**src/asm_map.svh**
```systemverilog
// constants of the axis speed plausibility monitor
`ifndef ASM_MAP_SVH
`define ASM_MAP_SVH

// clock rate in kHz, so milliseconds times this gives cycles
`define ASM_CLK_KHZ       100000
// number of monitored axes
`define ASM_AXES          2
// pulse silence after which an input counts as inactive, ms
`define ASM_ACT_WIN_MS    10000
// direction distrust window after an error, ms
`define ASM_DIR_HOLD_MS   500
// indicator blink period, ms
`define ASM_BLINK_PER_MS  1000
// on time of a brief flash, ms
`define ASM_BRIEF_ON_MS   100
// cycle counts derived from the times above
`define ASM_ACT_WIN_CYC   (`ASM_ACT_WIN_MS * `ASM_CLK_KHZ)
`define ASM_DIR_HOLD_CYC  (`ASM_DIR_HOLD_MS * `ASM_CLK_KHZ)
`define ASM_BLINK_PER_CYC (`ASM_BLINK_PER_MS * `ASM_CLK_KHZ)
`define ASM_BRIEF_ON_CYC  (`ASM_BRIEF_ON_MS * `ASM_CLK_KHZ)
// reset value of every state bit
`define ASM_RST_VAL       '0

`endif

```
**src/asm_pkg.sv**
```systemverilog
// types shared by the axis speed plausibility monitor
package asm_pkg;

  // plausibility case of one axis
  typedef enum logic [3:0] {
    PL_STILL,
    PL_PROX_ONLY,
    PL_SHEAR_BROKEN,
    PL_B_ONLY,
    PL_A_LOST,
    PL_A_ONLY,
    PL_B_LOST,
    PL_PROX_LOST,
    PL_ROTATE
  } asm_case_t;

  // system operating state
  typedef enum logic [1:0] {
    SYS_LOAD,
    SYS_RUN,
    SYS_SAFE
  } asm_sys_t;

  // outputs and diagnostics of one axis
  typedef struct packed {
    logic standstill;
    logic speed_ok;
    logic diag_prox;
    logic diag_enc;
    logic diag_freq;
    logic err_entry;
  } asm_axis_out_t;

  // state of one pulse activity detector
  typedef struct packed {
    logic        prev;
    logic [31:0] cnt;
    logic        active;
  } asm_act_st_t;

  // whole state of the monitor
  typedef struct packed {
    asm_sys_t                 sys;
    asm_case_t [1:0]          cls;
    asm_axis_out_t [1:0]      axis;
    logic [1:0]               err_push;
    logic [1:0][31:0]         dir_cnt;
    logic [1:0]               dir_valid;
    logic [31:0]              blink_cnt;
    logic                     ready_led;
    logic                     fault_led;
    logic [1:0]               axis_led;
    logic [1:0]               enc_led;
    logic [3:0]               prox_led;
  } asm_mon_st_t;

endpackage

```
**src/asm_act_det.sv**
```systemverilog
// pulse activity detector: high while edges keep arriving
`timescale 1ns/1ps
`default_nettype none
`include "asm_map.svh"

module asm_act_det
  import asm_pkg::*;
#(
  parameter int unsigned WIN_CYC = `ASM_ACT_WIN_CYC
) (
  input  wire logic CLK,
  input  wire logic NRST,
  input  wire logic PULSE_IN,
  output logic      ACTIVE
);

  asm_act_st_t st_r;
  asm_act_st_t st_nxt;

  // edge retriggers the silence window
  always_comb begin
    st_nxt      = st_r;
    st_nxt.prev = PULSE_IN;
    if (PULSE_IN != st_r.prev) begin
      st_nxt.cnt    = 32'(WIN_CYC);
      st_nxt.active = 1'b1;
    end else if (st_r.cnt != 32'h0) begin
      st_nxt.cnt = st_r.cnt - 32'h1;
    end else begin
      st_nxt.active = 1'b0;
    end
  end

  // state register
  always_ff @(posedge CLK or negedge NRST) begin
    if (!NRST) begin
      st_r <= `ASM_RST_VAL;
    end else begin
      st_r <= st_nxt;
    end
  end

  assign ACTIVE = st_r.active;

endmodule
`default_nettype wire

```
**src/asm_monitor.sv**
```systemverilog
// two-axis speed plausibility monitor with outputs, diagnostics and indicators
`timescale 1ns/1ps
`default_nettype none
`include "asm_map.svh"

module asm_monitor
  import asm_pkg::*;
#(
  parameter int unsigned ACT_WIN_CYC   = `ASM_ACT_WIN_CYC,
  parameter int unsigned DIR_HOLD_CYC  = `ASM_DIR_HOLD_CYC,
  parameter int unsigned BLINK_PER_CYC = `ASM_BLINK_PER_CYC,
  parameter int unsigned BRIEF_ON_CYC  = `ASM_BRIEF_ON_CYC
) (
  input  wire logic          CLK,
  input  wire logic          NRST,
  input  wire logic          CFG_LOADED,
  input  wire logic          INT_FAULT,
  input  wire logic [1:0]    SHEAR_PIN_EN,
  input  wire logic [1:0]    TRACK_A,
  input  wire logic [1:0]    TRACK_B,
  input  wire logic [3:0]    PROX_IN,
  input  wire logic [1:0]    OVERSPEED,
  input  wire logic [1:0]    ENC_CONNECTED,
  input  wire logic [1:0]    ENC_EXT_FAULT,
  output asm_axis_out_t [1:0] AXIS_OUT,
  output asm_case_t [1:0]    AXIS_CASE,
  output logic [1:0]         ERR_PUSH,
  output logic [1:0]         DIR_VALID,
  output logic               READY_LED,
  output logic               FAULT_LED,
  output logic [1:0]         AXIS_STATE_LED,
  output logic [1:0]         ENCODER_PORT_LED,
  output logic [3:0]         PROX_INPUT_LED
);

  asm_mon_st_t st_r;
  asm_mon_st_t st_nxt;
  logic [7:0]  raw_all;
  logic [7:0]  act_all;
  logic [1:0]  act_a;
  logic [1:0]  act_b;
  logic [1:0]  act_p;

  // raw inputs: tracks A, tracks B, then the four proximity inputs
  assign raw_all = {PROX_IN, TRACK_B, TRACK_A};

  // one activity detector per input line
  genvar gi;
  generate
    for (gi = 0; gi < 8; gi++) begin : g_act
      asm_act_det #(
        .WIN_CYC (ACT_WIN_CYC)
      ) u_act (
        .CLK      (CLK),
        .NRST     (NRST),
        .PULSE_IN (raw_all[gi]),
        .ACTIVE   (act_all[gi])
      );
    end
  endgenerate

  // per-axis activity: the proximity of an axis is active if either switch pulses
  always_comb begin
    for (int i = 0; i < `ASM_AXES; i++) begin
      act_a[i] = act_all[i];
      act_b[i] = act_all[2 + i];
      act_p[i] = act_all[4 + 2 * i] | act_all[5 + 2 * i];
    end
  end

  // plausibility case from track A, track B and proximity activity
  function automatic asm_case_t classify(
    input logic a,
    input logic b,
    input logic p,
    input logic shear_en
  );
    asm_case_t c;
    c = PL_STILL;
    unique case ({a, b, p})
      3'b000: c = PL_STILL;
      3'b001: c = shear_en ? PL_SHEAR_BROKEN : PL_PROX_ONLY;
      3'b010: c = PL_B_ONLY;
      3'b011: c = PL_A_LOST;
      3'b100: c = PL_A_ONLY;
      3'b101: c = PL_B_LOST;
      3'b110: c = PL_PROX_LOST;
      3'b111: c = PL_ROTATE;
    endcase
    return c;
  endfunction

  // table of outputs and diagnostics for one case
  function automatic asm_axis_out_t judge(
    input asm_case_t c,
    input logic      over
  );
    asm_axis_out_t o;
    o          = '0;
    o.speed_ok = 1'b1;
    unique case (c)
      PL_STILL: begin
        o.standstill = 1'b1;
      end
      PL_PROX_ONLY: begin
        o.standstill = 1'b1;
        o.diag_enc   = 1'b1;
      end
      PL_SHEAR_BROKEN: begin
        o.speed_ok  = 1'b0;
        o.diag_enc  = 1'b1;
        o.err_entry = 1'b1;
      end
      PL_B_ONLY, PL_A_ONLY: begin
        o.standstill = 1'b1;
      end
      PL_A_LOST, PL_B_LOST: begin
        o.speed_ok  = ~over;
        o.diag_freq = 1'b1;
        o.err_entry = 1'b1;
      end
      PL_PROX_LOST: begin
        o.speed_ok  = ~over;
        o.diag_prox = 1'b1;
        o.err_entry = 1'b1;
      end
      PL_ROTATE: begin
        o.speed_ok = ~over;
      end
      default: begin
        o.speed_ok = 1'b0;
      end
    endcase
    return o;
  endfunction

  // next state of the whole monitor
  always_comb begin
    logic          flash;
    logic          brief;
    logic          running;
    logic          any_ext;
    logic          ext;
    logic          fault_bits;
    asm_case_t     c;
    asm_axis_out_t o;
    flash      = 1'b0;
    brief      = 1'b0;
    running    = 1'b0;
    any_ext    = 1'b0;
    ext        = 1'b0;
    fault_bits = 1'b0;
    c          = PL_STILL;
    o          = '0;
    st_nxt     = st_r;

    // free-running blink phase shared by the fault, axis state and encoder port indicators
    if (st_r.blink_cnt >= 32'(BLINK_PER_CYC - 1)) begin
      st_nxt.blink_cnt = 32'h0;
    end else begin
      st_nxt.blink_cnt = st_r.blink_cnt + 32'h1;
    end
    flash = st_r.blink_cnt < 32'(BLINK_PER_CYC / 2);
    brief = st_r.blink_cnt < 32'(BRIEF_ON_CYC);

    // system state: load configuration, run, latched safe state
    unique case (st_r.sys)
      SYS_LOAD: begin
        if (INT_FAULT) begin
          st_nxt.sys = SYS_SAFE;
        end else if (CFG_LOADED) begin
          st_nxt.sys = SYS_RUN;
        end
      end
      SYS_RUN: begin
        if (INT_FAULT) begin
          st_nxt.sys = SYS_SAFE;
        end
      end
      SYS_SAFE: begin
        st_nxt.sys = SYS_SAFE;
      end
      default: begin
        st_nxt.sys = SYS_SAFE;
      end
    endcase
    running = (st_r.sys == SYS_RUN) && !INT_FAULT;

    // each axis is evaluated on its own
    for (int i = 0; i < `ASM_AXES; i++) begin
      c = classify(act_a[i], act_b[i], act_p[i], SHEAR_PIN_EN[i]);
      o = judge(c, OVERSPEED[i]);
      ext = ENC_EXT_FAULT[i] | (c == PL_SHEAR_BROKEN);
      if (!running) begin
        o = '0;
      end else if (ENC_EXT_FAULT[i]) begin
        o.standstill = 1'b0;
        o.speed_ok   = 1'b0;
      end
      st_nxt.cls[i]  = c;
      st_nxt.axis[i] = o;

      // one push per entry into an error case or change of error case
      st_nxt.err_push[i] = o.err_entry &&
                           (!st_r.axis[i].err_entry || (c != st_r.cls[i]));

      // direction distrust window after an encoder or internal error
      if (st_nxt.err_push[i] || ENC_EXT_FAULT[i] || INT_FAULT) begin
        st_nxt.dir_cnt[i] = 32'(DIR_HOLD_CYC);
      end else if (st_r.dir_cnt[i] != 32'h0) begin
        st_nxt.dir_cnt[i] = st_r.dir_cnt[i] - 32'h1;
      end
      st_nxt.dir_valid[i] = running && (st_nxt.dir_cnt[i] == 32'h0);

      // axis state indicator
      fault_bits = o.diag_enc | o.diag_prox | o.diag_freq;
      if (!running) begin
        st_nxt.axis_led[i] = 1'b0;
      end else if (fault_bits || ENC_EXT_FAULT[i]) begin
        st_nxt.axis_led[i] = brief;
      end else if (o.standstill) begin
        st_nxt.axis_led[i] = 1'b1;
      end else if (!o.speed_ok) begin
        st_nxt.axis_led[i] = flash;
      end else begin
        st_nxt.axis_led[i] = 1'b0;
      end

      // encoder port indicator
      if (running && ext) begin
        st_nxt.enc_led[i] = flash;
      end else begin
        st_nxt.enc_led[i] = ENC_CONNECTED[i];
      end
      any_ext = any_ext | (running & ext);
    end

    // proximity inputs shown as energised levels
    st_nxt.prox_led = PROX_IN;

    // fault indicator: flash on internal, steady on external
    if (st_r.sys == SYS_SAFE || INT_FAULT) begin
      st_nxt.fault_led = flash;
    end else begin
      st_nxt.fault_led = any_ext;
    end

    // ready only while running without a forced safe state
    st_nxt.ready_led = running && !any_ext;
  end

  // state register
  always_ff @(posedge CLK or negedge NRST) begin
    if (!NRST) begin
      st_r <= `ASM_RST_VAL;
    end else begin
      st_r <= st_nxt;
    end
  end

  // outputs straight from the state register
  assign AXIS_OUT         = st_r.axis;
  assign AXIS_CASE        = st_r.cls;
  assign ERR_PUSH         = st_r.err_push;
  assign DIR_VALID        = st_r.dir_valid;
  assign READY_LED        = st_r.ready_led;
  assign FAULT_LED        = st_r.fault_led;
  assign AXIS_STATE_LED   = st_r.axis_led;
  assign ENCODER_PORT_LED = st_r.enc_led;
  assign PROX_INPUT_LED   = st_r.prox_led;

endmodule
`default_nettype wire

```
**config.mk**
```make
export PLATFORM = sky130hd
export DESIGN_NAME = asm_monitor
export DESIGN_NICKNAME = d
export VERILOG_FILES = /design/src/asm_pkg.sv /design/src/asm_act_det.sv /design/src/asm_monitor.sv
export VERILOG_INCLUDE_DIRS = /design/src
export SDC_FILE = /design/constraint.sdc
export NUM_CORES = 1
export LEC_CHECK = 0
export ABC_AREA = 1
export ABC_CLOCK_PERIOD_IN_PS = 2750
export BUFFER_PORTS_ARGS = -buffer_cell sky130_fd_sc_hd__buf_2
export CORE_MARGIN = 5
export CORE_UTILIZATION = 35
export DETAILED_ROUTE_END_ITERATION = 7
export GPL_ROUTABILITY_DRIVEN = 0
export SYNTH_ARGS = -nofsm -noshare
export SYNTH_HDL_FRONTEND = slang
export SYNTH_SLANG_ARGS = --single-unit
```
**constraint.sdc**
```tcl
create_clock -name CLK -period 2.75 [get_ports CLK]
set_clock_uncertainty 0.1 [all_clocks]
set_input_delay 0.1375 -clock CLK [delete_from_list [all_inputs] [get_ports CLK]]
set_output_delay 0.1375 -clock CLK [all_outputs]
set_load 0.005 [all_outputs]
```
; After elaboration in Yosys (flattened, before gate mapping)
; Cells that the tools add are included.
[word_totals]
inputBits = 20
wordCells = 251
out_inout_bits = 34
register_bits = 404
[classes]
n_reduce_logical = 57
eq_ne = 52
mux = 66
magnitude_cmp = 3
bitwise_logic = 13
add_sub_neg = 11
[ops]
columns = cell, count
row1 = 32-bit 2-to-1 mux, 13
row2 = 32-bit nonzero test, 10
row3 = "32-bit by 1-bit subtractor with 32-bit output, second input constant", 10
row4 = 33-bit 2-to-1 mux, 8
row5 = 32-bit zero test, 2
row6 = 4-bit case mux with 8 select lines, 2
row7 = "32-bit by 1-bit adder with 32-bit output, second input constant", 1
row8 = "4-bit by 3-bit equality test with 1-bit output, second input constant", 8
row9 = "32-bit by 27-bit >= comparator with 1-bit output, second input constant", 1
row10 = "32-bit by 24-bit < comparator with 1-bit output, second input constant", 1
row11 = "32-bit by 26-bit < comparator with 1-bit output, second input constant", 1
row12 = 1-bit 2-to-1 mux, 29
row13 = "3-bit equality test, second input constant", 8
row14 = 4-bit OR reduction, 6
row15 = 2-bit 2-to-1 mux, 9
row16 = "4-bit by 2-bit equality test with 1-bit output, second input constant", 4
row17 = "2-bit by 1-bit inequality test with 1-bit output, second input constant", 8
row18 = 2-bit nonzero test, 8
row19 = "3-bit by 2-bit equality test with 1-bit output, second input constant", 4
row20 = 1-bit logical OR, 9
row21 = 1-bit bitwise OR, 9
row22 = "4-bit by 1-bit equality test with 1-bit output, second input constant", 2
row23 = "4-bit equality test, second input constant", 2
row24 = 1-bit logical AND, 8
row25 = 18 further kinds, 39

; Logic depth before layout (Yosys ltp)
; Gate-level depths: netlist of run 1.
[logic_depth]
word_depth = 13
ltp_mapped = 18
depth_no_buf = 17

; Hierarchy
; From an unflattened synthesis of run 1, not the netlist that was laid out.
[unflattened]
cells_unflattened = 3687
area_unflattened_um2 = 25660.9
[modules_own_cells]
columns = module, area_per_inst_um2, cells_per_inst, n_inst, seq_area_each_um2
row1 = asm_act_det, 2213.4, 327, 8, 850.8
row2 = asm_monitor, 7953.9, 1071, 1, 3303.2

; Worst setup path after synthesis of run 1
; Ideal clock, no wire load.
[synth_timing]
kind = register to register
start = register st_r[44] in the netlist's numbering
end = register st_r (netlist bit DIR_VALID[0])
path_slack_ns = 0.631
t_arrival_ns = 1.904
path_stages_with_launch = 15
required_time_ns = 2.535
n_path_buf = 0
setup_ns = 0.115
synth_period_minus_slack_ns = 2.119
path_cell_list = dfrtp_1 -> inv_1 -> ha_1 -> nand2_1 -> nor2_1 -> inv_1 -> or2_2 -> a21oi_1 -> nor2_1 -> nand2_1 -> nor2_1 -> nand3_1 -> nor2_1 -> nand3_1 -> nor2_1
[synth_lines]
columns = item, line
row1 = "start, declared", asm_monitor.sv:36  ; asm_mon_st_t st_r;
row2 = "start signal, assigned", asm_monitor.sv:255  ; st_r <= `ASM_RST_VAL;
row3 = "start signal, assigned", asm_monitor.sv:257  ; st_r <= st_nxt;

==> results.md, run 1 <==
* Global-route usage over all layers at 15.3%
* First-pass GRT wire length at 92300 um
* Number of core rows at 93
* Synth unique cells at 58
* Delay of the slowest critical-path stage at 580 ps
* Count of warnings emitted by yosys at 0
* Post-route DRC violation count at 0
* Net count of the finished layout at 3186
* Actual transition at the worst max-transition pin at 846 ps
* Final setup violating endpoints at 0
* Routed Wire Length at 54000 um
* VDD IR max at approximately 0.46 mV
* Post-CTS setup buffer count at 0
* CP Max Fanout at 7
* Reg-to-reg critical path endpoint: AXIS_STATE_LED[1]$_DFF_PN0_
* Sequential area share after synthesis at 44.3%
* Final core utilization at between 40 and 50%
* Die Height at 264 um
* Area used by multi-input combinational logic at 10500 um^2
* Via count of the first global-routing pass at 18800
* Worst path bufs/invs at 4
* Area growth, synth to finish at 14.5%
* Relative slew slack at between 40% and 50%
* Unrepaired setup endpoints after global routing: no
* Critical path endpoint category: flop
* Result of the run: finished clean
* PD cells at 619 nW/um^2
* CTS tree: built
* TritonCTS buffer count at 47
* Clock transition at the registers of the reported paths at 60 ps
* Hold violation total from the final report at 0
* Worst min-delay path category: in2async
* Source-to-sink clock delay at the later pin of the worst-skew pair at 590 ps
* Wirelength per Cell at 13.3 um
* Async set-reset flop share out of synthesis at 100%
* Number of enable flip-flop cells after synthesis at 0
* Violation count after the first detailed-route iteration at 1281
* Core area at 64200 um^2
* Register area at 10000 um^2
* Series of cell instances along the critical path: nor2_1 -> nand2_1 -> inv_1 -> nand4_1 -> o41ai_1 -> dlygate4sd3_1 -> buf_4 -> o211ai_1 -> nand3_1 -> inv_1
* Largest net degree at the start of global routing at approximately 80
* Die Width at 264 um
* Pre-Repair DR Iteration Count at 5
* Vias post-DR at between 15000 and 20000
* Final number of max-transition violations at 0
* Total congestion overflow after global routing at 0
* Die Footprint at between 60000 and 70000 um^2
* Startpoint of the worst register-to-register path: st_r[131]$_DFFE_PN0P_
* Syn Area/Cell at around 7.4 um^2
* Cell with the largest stage delay on the worst path: dlygate4sd3_1
* Count of buffers from port buffering at 53
* Number of placed I/O pins at 54
* Min Tclk post-route at 2500 ps
* Antenna violations before repair at 0
* R2R cell count at 10
* Total of flip-flops plus latches after synthesis at 400
* Number of max-capacitance violations reported at 0
* Maximum frequency from static timing analysis at about 400 MHz
* Synthesized netlist cell count at ~3000
* Cell occurring most often along the worst timing path: inv_1
* Setup Total Neg Slack at 0 ps
* Initial core utilization at 35.2%
* Flip-flop cell with the highest count after synthesis: dfrtp_1
* Startpoint type of the worst setup path: flop
* Routed Antenna Nets at 0
* Final-layout fill cell count at 6622
* Layout cells sized above 1 at roughly a tenth
* Sink Count at 400
* Critical path arrival at 2880 ps
* Routed via count divided by cell count at 4.80
* Netlist area before placement at 22600 um^2
* Top Family by Delay on Critical Path: buffers and inverters
* Slack of the worst reg-to-reg path at 250 ps
* # resized after CTS at 0
* Final critical-path share of the clock period at 90.8%
* Cell at the root of the clock tree: clkbuf_16
* Cell leakage power at 0.0112 uW
* Total half-perimeter wirelength after legalization and detailed placement at 39900 um
* Critical Path RT at 3130 ps
* Level count of the clock H-tree at 2
* Path type of the worst setup path: reg2reg
* Number of buffers on the longest clock path at 3
* Number of diodes added for antenna fixing at 0
## layout by cell type (no fill, tap or decap), types with 7 or more instances in the layout
master,count
nand3_2,10
dfrtp_1,400
o21ai_1,9
clkbuf_16,48
nor2_1,586
a31oi_1,7
nand4_1,77
nand3_1,123
buf_2,52
xnor2_1,45
xnor2_2,7
nand2_1,467
a21oi_1,206
o21ai_0,196
nor4_1,35
nor3_1,97
inv_2,19
o31ai_1,10
nor3_2,11
buf_4,39
a211oi_1,15
nand2_2,19
o21a_1,14
nor2_4,9
inv_1,448
nand3b_1,9
or2_2,14
nor2_2,36
dlygate4sd3_1,22
xor2_1,37
clkinv_2,11
ha_1,13
## power by group
group / switching (uW) / internal [uW] / total (uW)
clock network: 2620 / 3950 / 6570
logic: 1850 / 878 / 2730
registers: 405 / 6310 / 6710
## layer usage
layer / global-route usage, % / share of wire, % / up-vias
met2: 24.4 / 44 / 334
met5: 0 / 0 / -
met4: 4.00 / 1.9 / 0
met1: 22.0 / 49 / 8944
li1: - / - / 10100
met3: 2.32 / 4.8 / 68
## flip-flops by register name, indices dropped and copies added, names as in the netlist
register / flops
g_act.u_act.st_r: 260
st_r: 98
AXIS_OUT: 12
AXIS_CASE: 8
g_act.u_act.ACTIVE: 8
PROX_INPUT_LED: 4
AXIS_STATE_LED: 2
DIR_VALID: 2
ENCODER_PORT_LED: 2
ERR_PUSH: 2
FAULT_LED: 1
READY_LED: 1
## metrics by stage
step | instance area (um^2) | cells | setup slack (ps) | hold slack (ps) | total power, uW
after floorplan | 22600 | 3050 | 631 | -258 | 8710
after detailed placement | 24000 | 3937 | 295 | 102 | 9510
after global routing | 25900 | 4047 | 32.2 | 112 | 17000
final | 25900 | 4047 | 254 | 58.5 | 16000
after global placement | 24000 | 3937 | 273 | 104 | 9510
after CTS | 25900 | 4047 | 237 | 66.1 | 16200
## repair_timing
item / in CTS / in global routing
endpoints found under the setup margin: 0 / 0
endpoints found under the hold margin: 391 / 0
hold buffers: 22 / 0
## cell type report
type / count / share of cell area, %
repair buffers: 120 / 3.51
clock buffers: 60 / 5.05
inverters: 472 / 6.88
well taps: 855 / 4.13
flip-flops and latches: 400 / 38.7
clock inverters: 28 / 1.29
multi-input cells: 2112 / 40.5
## logic make-up after synthesis
| group | after synthesis | share of synthesized area [%] |
|---|---|---|
| compound gates | 482 | 11.5 |
| xor+xnor | 89 | 3.45 |
| fa+ha+maj | 13 | 0.720 |
| buf+inv | 538 | 9.69 |
| flops | 400 | 44.3 |
| other cells | 1 | 0.0166 |
| simple gates | 1523 | 30.4 |
## Yosys cell counts (9+ instances only)
cell | n | area share, %
xor2_1 | 37 | 1.4
nand2_1 | 467 | 7.8
clkbuf_1 | 24 | 0.40
nor3_2 | 11 | 0.49
ha_1 | 13 | 0.72
inv_2 | 19 | 0.32
inv_1 | 448 | 7.4
nor2_4 | 9 | 0.45
o21ai_0 | 196 | 4.3
nand2_2 | 19 | 0.53
nand4_1 | 77 | 2.1
nand3_2 | 10 | 0.44
a21oi_1 | 206 | 4.6
dfrtp_1 | 400 | 44
nor4_1 | 35 | 0.97
xnor2_1 | 52 | 2.0
buf_4 | 32 | 1.1
or2_2 | 14 | 0.39
a211oi_1 | 15 | 0.50
nand3b_1 | 9 | 0.30
nor2_1 | 586 | 9.7
o21ai_1 | 9 | 0.20
o21a_1 | 14 | 0.47
nor2_2 | 36 | 1.0
nand3_1 | 123 | 2.7
nor3_1 | 97 | 2.1
o31ai_1 | 10 | 0.33
## how the worst max path moves through the flow
| stage | startpoint | to | slack, ps | depth (start not counted) |
|---|---|---|---|---|
| finish | st_r[131]$_DFFE_PN0P_ | AXIS_STATE_LED[1]$_DFF_PN0_ | 250 | 10 |
| global route | g_act[3].u_act.st_r[1]$_DFFE_PN0P_ | g_act[3].u_act.st_r[31]$_DFFE_PN0P_ | 30 | 15 |
| CTS | st_r[131]$_DFFE_PN0P_ | AXIS_STATE_LED[1]$_DFF_PN0_ | 240 | 10 |
| detailed placement | st_r[131]$_DFFE_PN0P_ | DIR_VALID[0]$_DFF_PN0_ | 300 | 12 |
| global placement | st_r[62]$_DFF_PN0_ | DIR_VALID[0]$_DFF_PN0_ | 270 | 15 |
| floorplan | st_r[44]$_DFF_PN0_ | DIR_VALID[0]$_DFF_PN0_ | 630 | 14 |
No activity file was read; power rests on OpenSTA's default activity.
==> run 2: changes to the inputs <==
--- a/config.mk
+++ b/config.mk
@@ -9,10 +9,10 @@
 export ABC_AREA = 1
 export ABC_CLOCK_PERIOD_IN_PS = 2750
 export BUFFER_PORTS_ARGS = -buffer_cell sky130_fd_sc_hd__buf_2
-export CORE_MARGIN = 5
 export CORE_UTILIZATION = 35
 export DETAILED_ROUTE_END_ITERATION = 7
 export GPL_ROUTABILITY_DRIVEN = 0
+export PLACE_DENSITY = 0.52
 export SYNTH_ARGS = -nofsm -noshare
 export SYNTH_HDL_FRONTEND = slang
 export SYNTH_SLANG_ARGS = --single-unit
==> results.md, run 2 (synthesis results as in run 1) <==
* Result of the run: finished clean (unchanged)
* Final number of max-transition violations at 0 (unchanged)
* TritonCTS buffer count at 50 (was 47)
* Final setup violating endpoints at 0 (unchanged)
* Level count of the clock H-tree at 2 (unchanged)
* Cell with the largest stage delay on the worst path: dfrtp_1 (was dlygate4sd3_1)
* Cell occurring most often along the worst timing path: nand3_1 (was inv_1)
* Relative slew slack at 35.5% (was 43.4%)
* Vias post-DR at 19600 (was 19400)
* Largest net degree at the start of global routing at 82 (was 78)
* Routed Wire Length at 55300 um (was 54000 um)
* Post-CTS setup buffer count at 0 (unchanged)
* Number of placed I/O pins at 54 (unchanged)
* Startpoint type of the worst setup path: flop (unchanged)
* Final critical-path share of the clock period at 93.2% (was 90.8%)
* Hold violation total from the final report at 0 (unchanged)
* Layout cells sized above 1 at 9.81% (was 10.1%)
* Largest register FFs at 260 (unchanged)
* Top Family by Delay on Critical Path: simple AND/OR/NAND/NOR gates (was buffers and inverters)
* Unrepaired setup endpoints after global routing: no (unchanged)
* Core area at 63400 um^2 (was 64200 um^2)
* Final-layout fill cell count at 6457 (was 6622)
* Routed via count divided by cell count at 4.85 (was 4.80)
* Series of cell instances along the critical path: nor2_1 -> nand3_1 -> nand3_1 -> nand2_1 -> nor2_1 -> nand3_1 -> nand2_4 -> nand2_8 -> clkinv_4 -> nand2_1 -> nor3b_1 -> nand3_1 -> nor2_1 (was nor2_1 -> nand2_1 -> inv_1 -> nand4_1 -> o41ai_1 -> dlygate4sd3_1 -> buf_4 -> o211ai_1 -> nand3_1 -> inv_1)
* Delay of the slowest critical-path stage at 430 ps (was 580 ps)
* Wirelength per Cell at 13.7 um (was 13.3 um)
* Initial core utilization at 35.6% (was 35.2%)
* VDD IR max at 0.445 mV (was 0.457 mV)
* Violation count after the first detailed-route iteration at 1300 (was 1281)
* Die Width at 256 um (was 264 um)
* Cell leakage power at 0.0112 uW (about the same)
* Total half-perimeter wirelength after legalization and detailed placement at 40600 um (was 39900 um)
* Register with the highest flop count: g_act.u_act.st_r (unchanged)
* Antenna violations before repair at 0 (unchanged)
* Area used by multi-input combinational logic at 10500 um^2 (about the same)
* Pre-Repair DR Iteration Count at 6 (was 5)
* Post-route DRC violation count at 0 (unchanged)
* Count of buffers from port buffering at 53 (unchanged)
* Overall power at 16100 uW (was 16000 uW)
* Critical path arrival at 2990 ps (was 2880 ps)
* CP Max Fanout at 16 (was 7)
* Sink Count at 400 (unchanged)
* Area growth, synth to finish at 14.8% (was 14.5%)
* Actual transition at the worst max-transition pin at 963 ps (was 846 ps)
* Register area at 10000 um^2 (unchanged)
* Global-route usage over all layers at 17.1% (was 15.3%)
* Die Footprint at 65600 um^2 (was 69700 um^2)
* Path type of the worst setup path: reg2reg (unchanged)
* Number of max-capacitance violations reported at 0 (unchanged)
* Number of core rows at 92 (was 93)
* CTS tree: built (unchanged)
* Source-to-sink clock delay at the later pin of the worst-skew pair at 600 ps (was 590 ps)
* Worst path bufs/invs at 1 (was 4)
* Die Height at 256 um (was 264 um)
* Total congestion overflow after global routing at 0 (unchanged)
* Maximum frequency from static timing analysis at 390 MHz (was 401 MHz)
* Top library cells by usage in the layout, fill and taps aside: nor2_1, nand2_1, inv_1, dfrtp_1, a21oi_1 (unchanged)
* Routed Antenna Nets at 0 (unchanged)
* Critical path endpoint category: flop (unchanged)
* Number of buffers on the longest clock path at 3 (unchanged)
* First-pass GRT wire length at 94400 um (was 92300 um)
* Critical Path RT at 3170 ps (was 3130 ps)
* Via count of the first global-routing pass at 19200 (was 18800)
* PD cells at 622 nW/um^2 (was 619 nW/um^2)
* Worst min-delay path category: in2reg (was in2async)
* Cell at the root of the clock tree: clkbuf_16 (unchanged)
* Clock transition at the registers of the reported paths at 60 ps (about the same)
* Setup Total Neg Slack at 0 ps (unchanged)
* Min Tclk post-route at 2560 ps (was 2500 ps)
* Net count of the finished layout at 3187 (was 3186)
* Number of diodes added for antenna fixing at 0 (unchanged)
* Most frequent standard cell in the layout excluding fill and tap cells: nor2_1 (unchanged)
run 2: worst paths after layout:
| kind | from | to | slack, ps | depth (start not counted) |
|---|---|---|---|---|
| worst max-delay path | g_act[2].u_act.ACTIVE$_DFFE_PN0P_ | DIR_VALID[0]$_DFF_PN0_ | 190 | 13 |
| worst min-delay path | TRACK_A[1] | g_act[1].u_act.st_r[33]$_DFF_PN0_ | 120 | 2 |
| worst max register to register | g_act[2].u_act.ACTIVE$_DFFE_PN0P_ | DIR_VALID[0]$_DFF_PN0_ | 190 | 13 |
| worst min register to register | g_act[1].u_act.st_r[32]$_DFFE_PN0P_ | g_act[1].u_act.st_r[32]$_DFFE_PN0P_ | 380 | 1 |
| max in group asynchronous | NRST | g_act[0].u_act.st_r[27]$_DFFE_PN0P_ | 1950 | 3 |
| min in group asynchronous | NRST | st_r[59]$_DFF_PN0_ | 140 | 3 |
run 2: final cells by class:
class	instances	area share, %
clock buffers	79	5.90
clock inverters	11	0.598
inverters	472	6.87
multi-input cells	2112	40.5
flip-flops and latches	400	38.6
well taps	846	4.08
repair buffers	118	3.50
run 2: timing repair:
action | 4_1_cts | 5_1_grt
endpoints found under the setup margin | 0 | 2
hold buffers | 26 | 0
resized for setup | 0 | 5
hold endpoints to repair | 481 | 0
run 2: layer usage:
metal  vias up  global-route usage (%)  wire length, um
met5         -                       0                0
met4         0                    4.92             1230
met3        86                    2.85             2310
met2       341                    27.6            25200
met1      9090                    23.4            26500
li1      10100                       -                -
run 2: where the power goes:
part           internal [uW]  switching (uW)
logic                    882            1880
registers               6310             399
clock network           4080            2590
total                  11300            4860
run 2: worst register-to-register path, stage by stage (launching register included):
cell,delay [ps]
dfrtp_1,430
nor2_1,310
nand3_1,210
nand3_1,110
nand2_1,60
nor2_1,90
nand3_1,120
nand2_4,190
nand2_8,140
clkinv_4,190
nand2_1,90
nor3b_1,210
nand3_1,120
nor2_1,130
run 2: per-stage QoR:
step / setup WS [ps] / instances / hold slack, ps / area (um^2) / utilization (%)
global placement: 116 / 3922 / 11.9 / 24000 / 37.8
floorplan: 631 / 3050 / -258 / 22600 / -
global route: 12.9 / 4038 / 95.7 / 25900 / 40.9
finish: 187 / 4038 / 124 / 25900 / 40.9
CTS: 103 / 4038 / 81.6 / 25900 / 40.9
detailed placement: 114 / 3922 / 13.6 / 24000 / 37.8
==> run 3: changes to the inputs <==
--- a/config.mk
+++ b/config.mk
@@ -9,10 +9,10 @@
 export ABC_AREA = 1
 export ABC_CLOCK_PERIOD_IN_PS = 2750
 export BUFFER_PORTS_ARGS = -buffer_cell sky130_fd_sc_hd__buf_2
-export CORE_UTILIZATION = 35
+export CORE_UTILIZATION = 55
 export DETAILED_ROUTE_END_ITERATION = 7
 export GPL_ROUTABILITY_DRIVEN = 0
-export PLACE_DENSITY = 0.52
+export PLACE_DENSITY = 0.73
 export SYNTH_ARGS = -nofsm -noshare
 export SYNTH_HDL_FRONTEND = slang
 export SYNTH_SLANG_ARGS = --single-unit
==> results.md, run 3 (synthesis results as in run 1) <==
* Routed Antenna Nets at 0 (unchanged)
* Global-route usage over all layers at 26.2% (was 17.1%)
* CTS tree: built (unchanged)
* Routed via count divided by cell count at 5.42 (was 4.85)
* Total congestion overflow after global routing at 0 (unchanged)
* CP Max Fanout at 24 (was 16)
* Critical path arrival at 2910 ps (was 2990 ps)
* Part of the power in registers at 42.7% (was 41.6%)
* Violation count after the first detailed-route iteration at 1592 (was 1300)
* Die Width at 205 um (was 256 um)
* Switching share of power at 29.8% (was 30.1%)
* Source-to-sink clock delay at the later pin of the worst-skew pair at 570 ps (was 600 ps)
* First-pass GRT wire length at 91100 um (was 94400 um)
* Die Footprint at 41900 um^2 (was 65600 um^2)
* Final number of max-transition violations at 0 (unchanged)
* VDD IR max at 0.581 mV (was 0.445 mV)
* Vias post-DR at 20000 (was 19600)
* Total half-perimeter wirelength after legalization and detailed placement at 38300 um (was 40600 um)
* Cell leakage power at 0.0111 uW (was 0.0112 uW)
* Min Tclk post-route at 2520 ps (was 2560 ps)
* Net switching power figure at 4690 uW (was 4860 uW)
* Initial core utilization at 56.4% (was 35.6%)
* Unrepaired setup endpoints after global routing: no (unchanged)
* PD cells at 623 nW/um^2 (was 622 nW/um^2)
* Worst min-delay path category: in2reg (unchanged)
* Setup Total Neg Slack at 0 ps (unchanged)
* Path type of the worst setup path: reg2reg (unchanged)
* Antenna violations before repair at 0 (unchanged)
* Post-route DRC violation count at 0 (unchanged)
* Largest net degree at the start of global routing at 82 (unchanged)
* Power Internal at 11000 uW (was 11300 uW)
* Pre-Repair DR Iteration Count at 6 (unchanged)
* Most frequent standard cell in the layout excluding fill and tap cells: nor2_1 (unchanged)
* Number of core rows at 73 (was 92)
* Relative slew slack at 45.8% (was 35.5%)
* Clock transition at the registers of the reported paths at 60 ps (about the same)
* Wirelength per Cell at 14.2 um (was 13.7 um)
* Actual transition at the worst max-transition pin at 805 ps (was 963 ps)
* Count of buffers from port buffering at 53 (unchanged)
* Area growth, synth to finish at 11.7% (was 14.8%)
* Critical Path RT at 3140 ps (was 3170 ps)
* Register with the highest flop count: g_act.u_act.st_r (unchanged)
* Routed Wire Length at 52500 um (was 55300 um)
* Number of placed I/O pins at 54 (unchanged)
* Number of max-capacitance violations reported at 0 (unchanged)
* Die Height at 205 um (was 256 um)
* Level count of the clock H-tree at 2 (unchanged)
* Final critical-path share of the clock period at 91.6% (was 93.2%)
* Portion of total power attributed to combinational logic at 17.1% (about the same)
* Result of the run: finished clean (unchanged)
* Post-route insts no fill at 3693 (was 4038)
* Number of diodes added for antenna fixing at 0 (unchanged)
* WHS at 138 ps (was 124 ps)
* Critical path endpoint category: flop (unchanged)
* Number of buffers on the longest clock path at 3 (unchanged)
* Top library cells by usage in the layout, fill and taps aside: nor2_1, nand2_1, inv_1, dfrtp_1, a21oi_1 (unchanged)
* Sink Count at 400 (unchanged)
* Clock power share at 40.2% (was 41.3%)
* Hold violation total from the final report at 0 (unchanged)
* Startpoint type of the worst setup path: flop (unchanged)
* Largest register FFs at 260 (unchanged)
* Cell at the root of the clock tree: clkbuf_16 (unchanged)
* TritonCTS buffer count at 44 (was 50)
* Final setup violating endpoints at 0 (unchanged)
* Net count of the finished layout at 3167 (was 3187)
* Via count of the first global-routing pass at 19400 (was 19200)
* Layout cells sized above 1 at 9.56% (was 9.81%)
* Placed Cells incl. Taps at 3590 (was 3922)
* Core area at 40100 um^2 (was 63400 um^2)
* Maximum frequency from static timing analysis at 397 MHz (was 390 MHz)
[run 3: cell count changes in the layout (fill, tap and decap cells not counted), moves of 3 or more]
cell	previous run	this run
clkbuf_8	15	9
clkbuf_1	13	3
clkbuf_16	51	45
clkinvlp_4	1	5
dlygate4sd3_1	25	22
clkinv_2	5	11
buf_4	34	25
bufinv_16	3	7
[run 3: path summary, 6_finish.rpt]
check / start / end / slack (ps) / depth (start not counted)
max reg2reg: st_r[105]$_DFF_PN0_ / DIR_VALID[1]$_DFF_PN0_ / 230 / 13
min: PROX_IN[2] / PROX_INPUT_LED[2]$_DFF_PN0_ / 140 / 2
min in group asynchronous: NRST / st_r[78]$_DFF_PN0_ / 480 / 3
max in group asynchronous: NRST / AXIS_CASE[7]$_DFF_PN0_ / 1310 / 4
min reg2reg: st_r[10]$_DFF_PN0_ / st_r[10]$_DFF_PN0_ / 370 / 1
max: st_r[105]$_DFF_PN0_ / DIR_VALID[1]$_DFF_PN0_ / 230 / 13
[run 3: area by class of cell]
class / instances / area (um^2)
multi-input combinational: 2112 / 10500
fill: 3495 / 14800
inverter: 472 / 1780
clock inverter: 23 / 303
timing repair buffer: 104 / 763
clock buffer: 57 / 1260
tap: 525 / 657
sequential: 400 / 10000
[run 3: power by group through the flow]
stage / registers (uW) / logic (uW) / clock network (uW)
finish: 6720 / 2700 / 6320
global route: 6780 / 3140 / 6710
CTS: 6710 / 2690 / 6450
detailed placement: 6800 / 2640 / 0
global placement: 6790 / 2580 / 0
floorplan: 6710 / 2000 / 0
[run 3: metrics by stage]
stage	setup slack, ps	instance area [um^2]	util [%]	total power (uW)
global route	3.14	25200	63.0	16600
detailed placement	233	23400	58.4	9450
CTS	203	25200	62.9	15900
global placement	219	23400	58.4	9370
floorplan	631	22600	-	8710
finish	231	25200	63.0	15700
[run 3: critical path: stages, from the launching register on]
cell,delay (ps)
dfrtp_1,360
inv_1,110
nand2_1,120
nor3_1,350
nand3b_1,190
nor2_2,140
inv_2,190
o21ai_0,230
nand2_1,150
nor2_1,110
nand3_1,100
nor2_1,100
nand4_1,100
nor2_1,90
[run 3: metal layers]
metal / GRT usage [%] / vias up / share of wire (%)
met4: 7.38 / 0 / 2.2
li1: - / 10000 / -
met3: 3.91 / 95 / 5.0
met5: 0 / - / 0
met1: 36.4 / 9381 / 47
met2: 42.4 / 510 / 46
[run 3: timing repair]
| action | CTS | global route |
|---|---|---|
| hold endpoints to repair | 460 | 0 |
| buffers inserted | 0 | 0 |
| hold buffers | 23 | 0 |
| endpoints found under the setup margin | 0 | 2 |
| gates resized for setup | 0 | 4 |
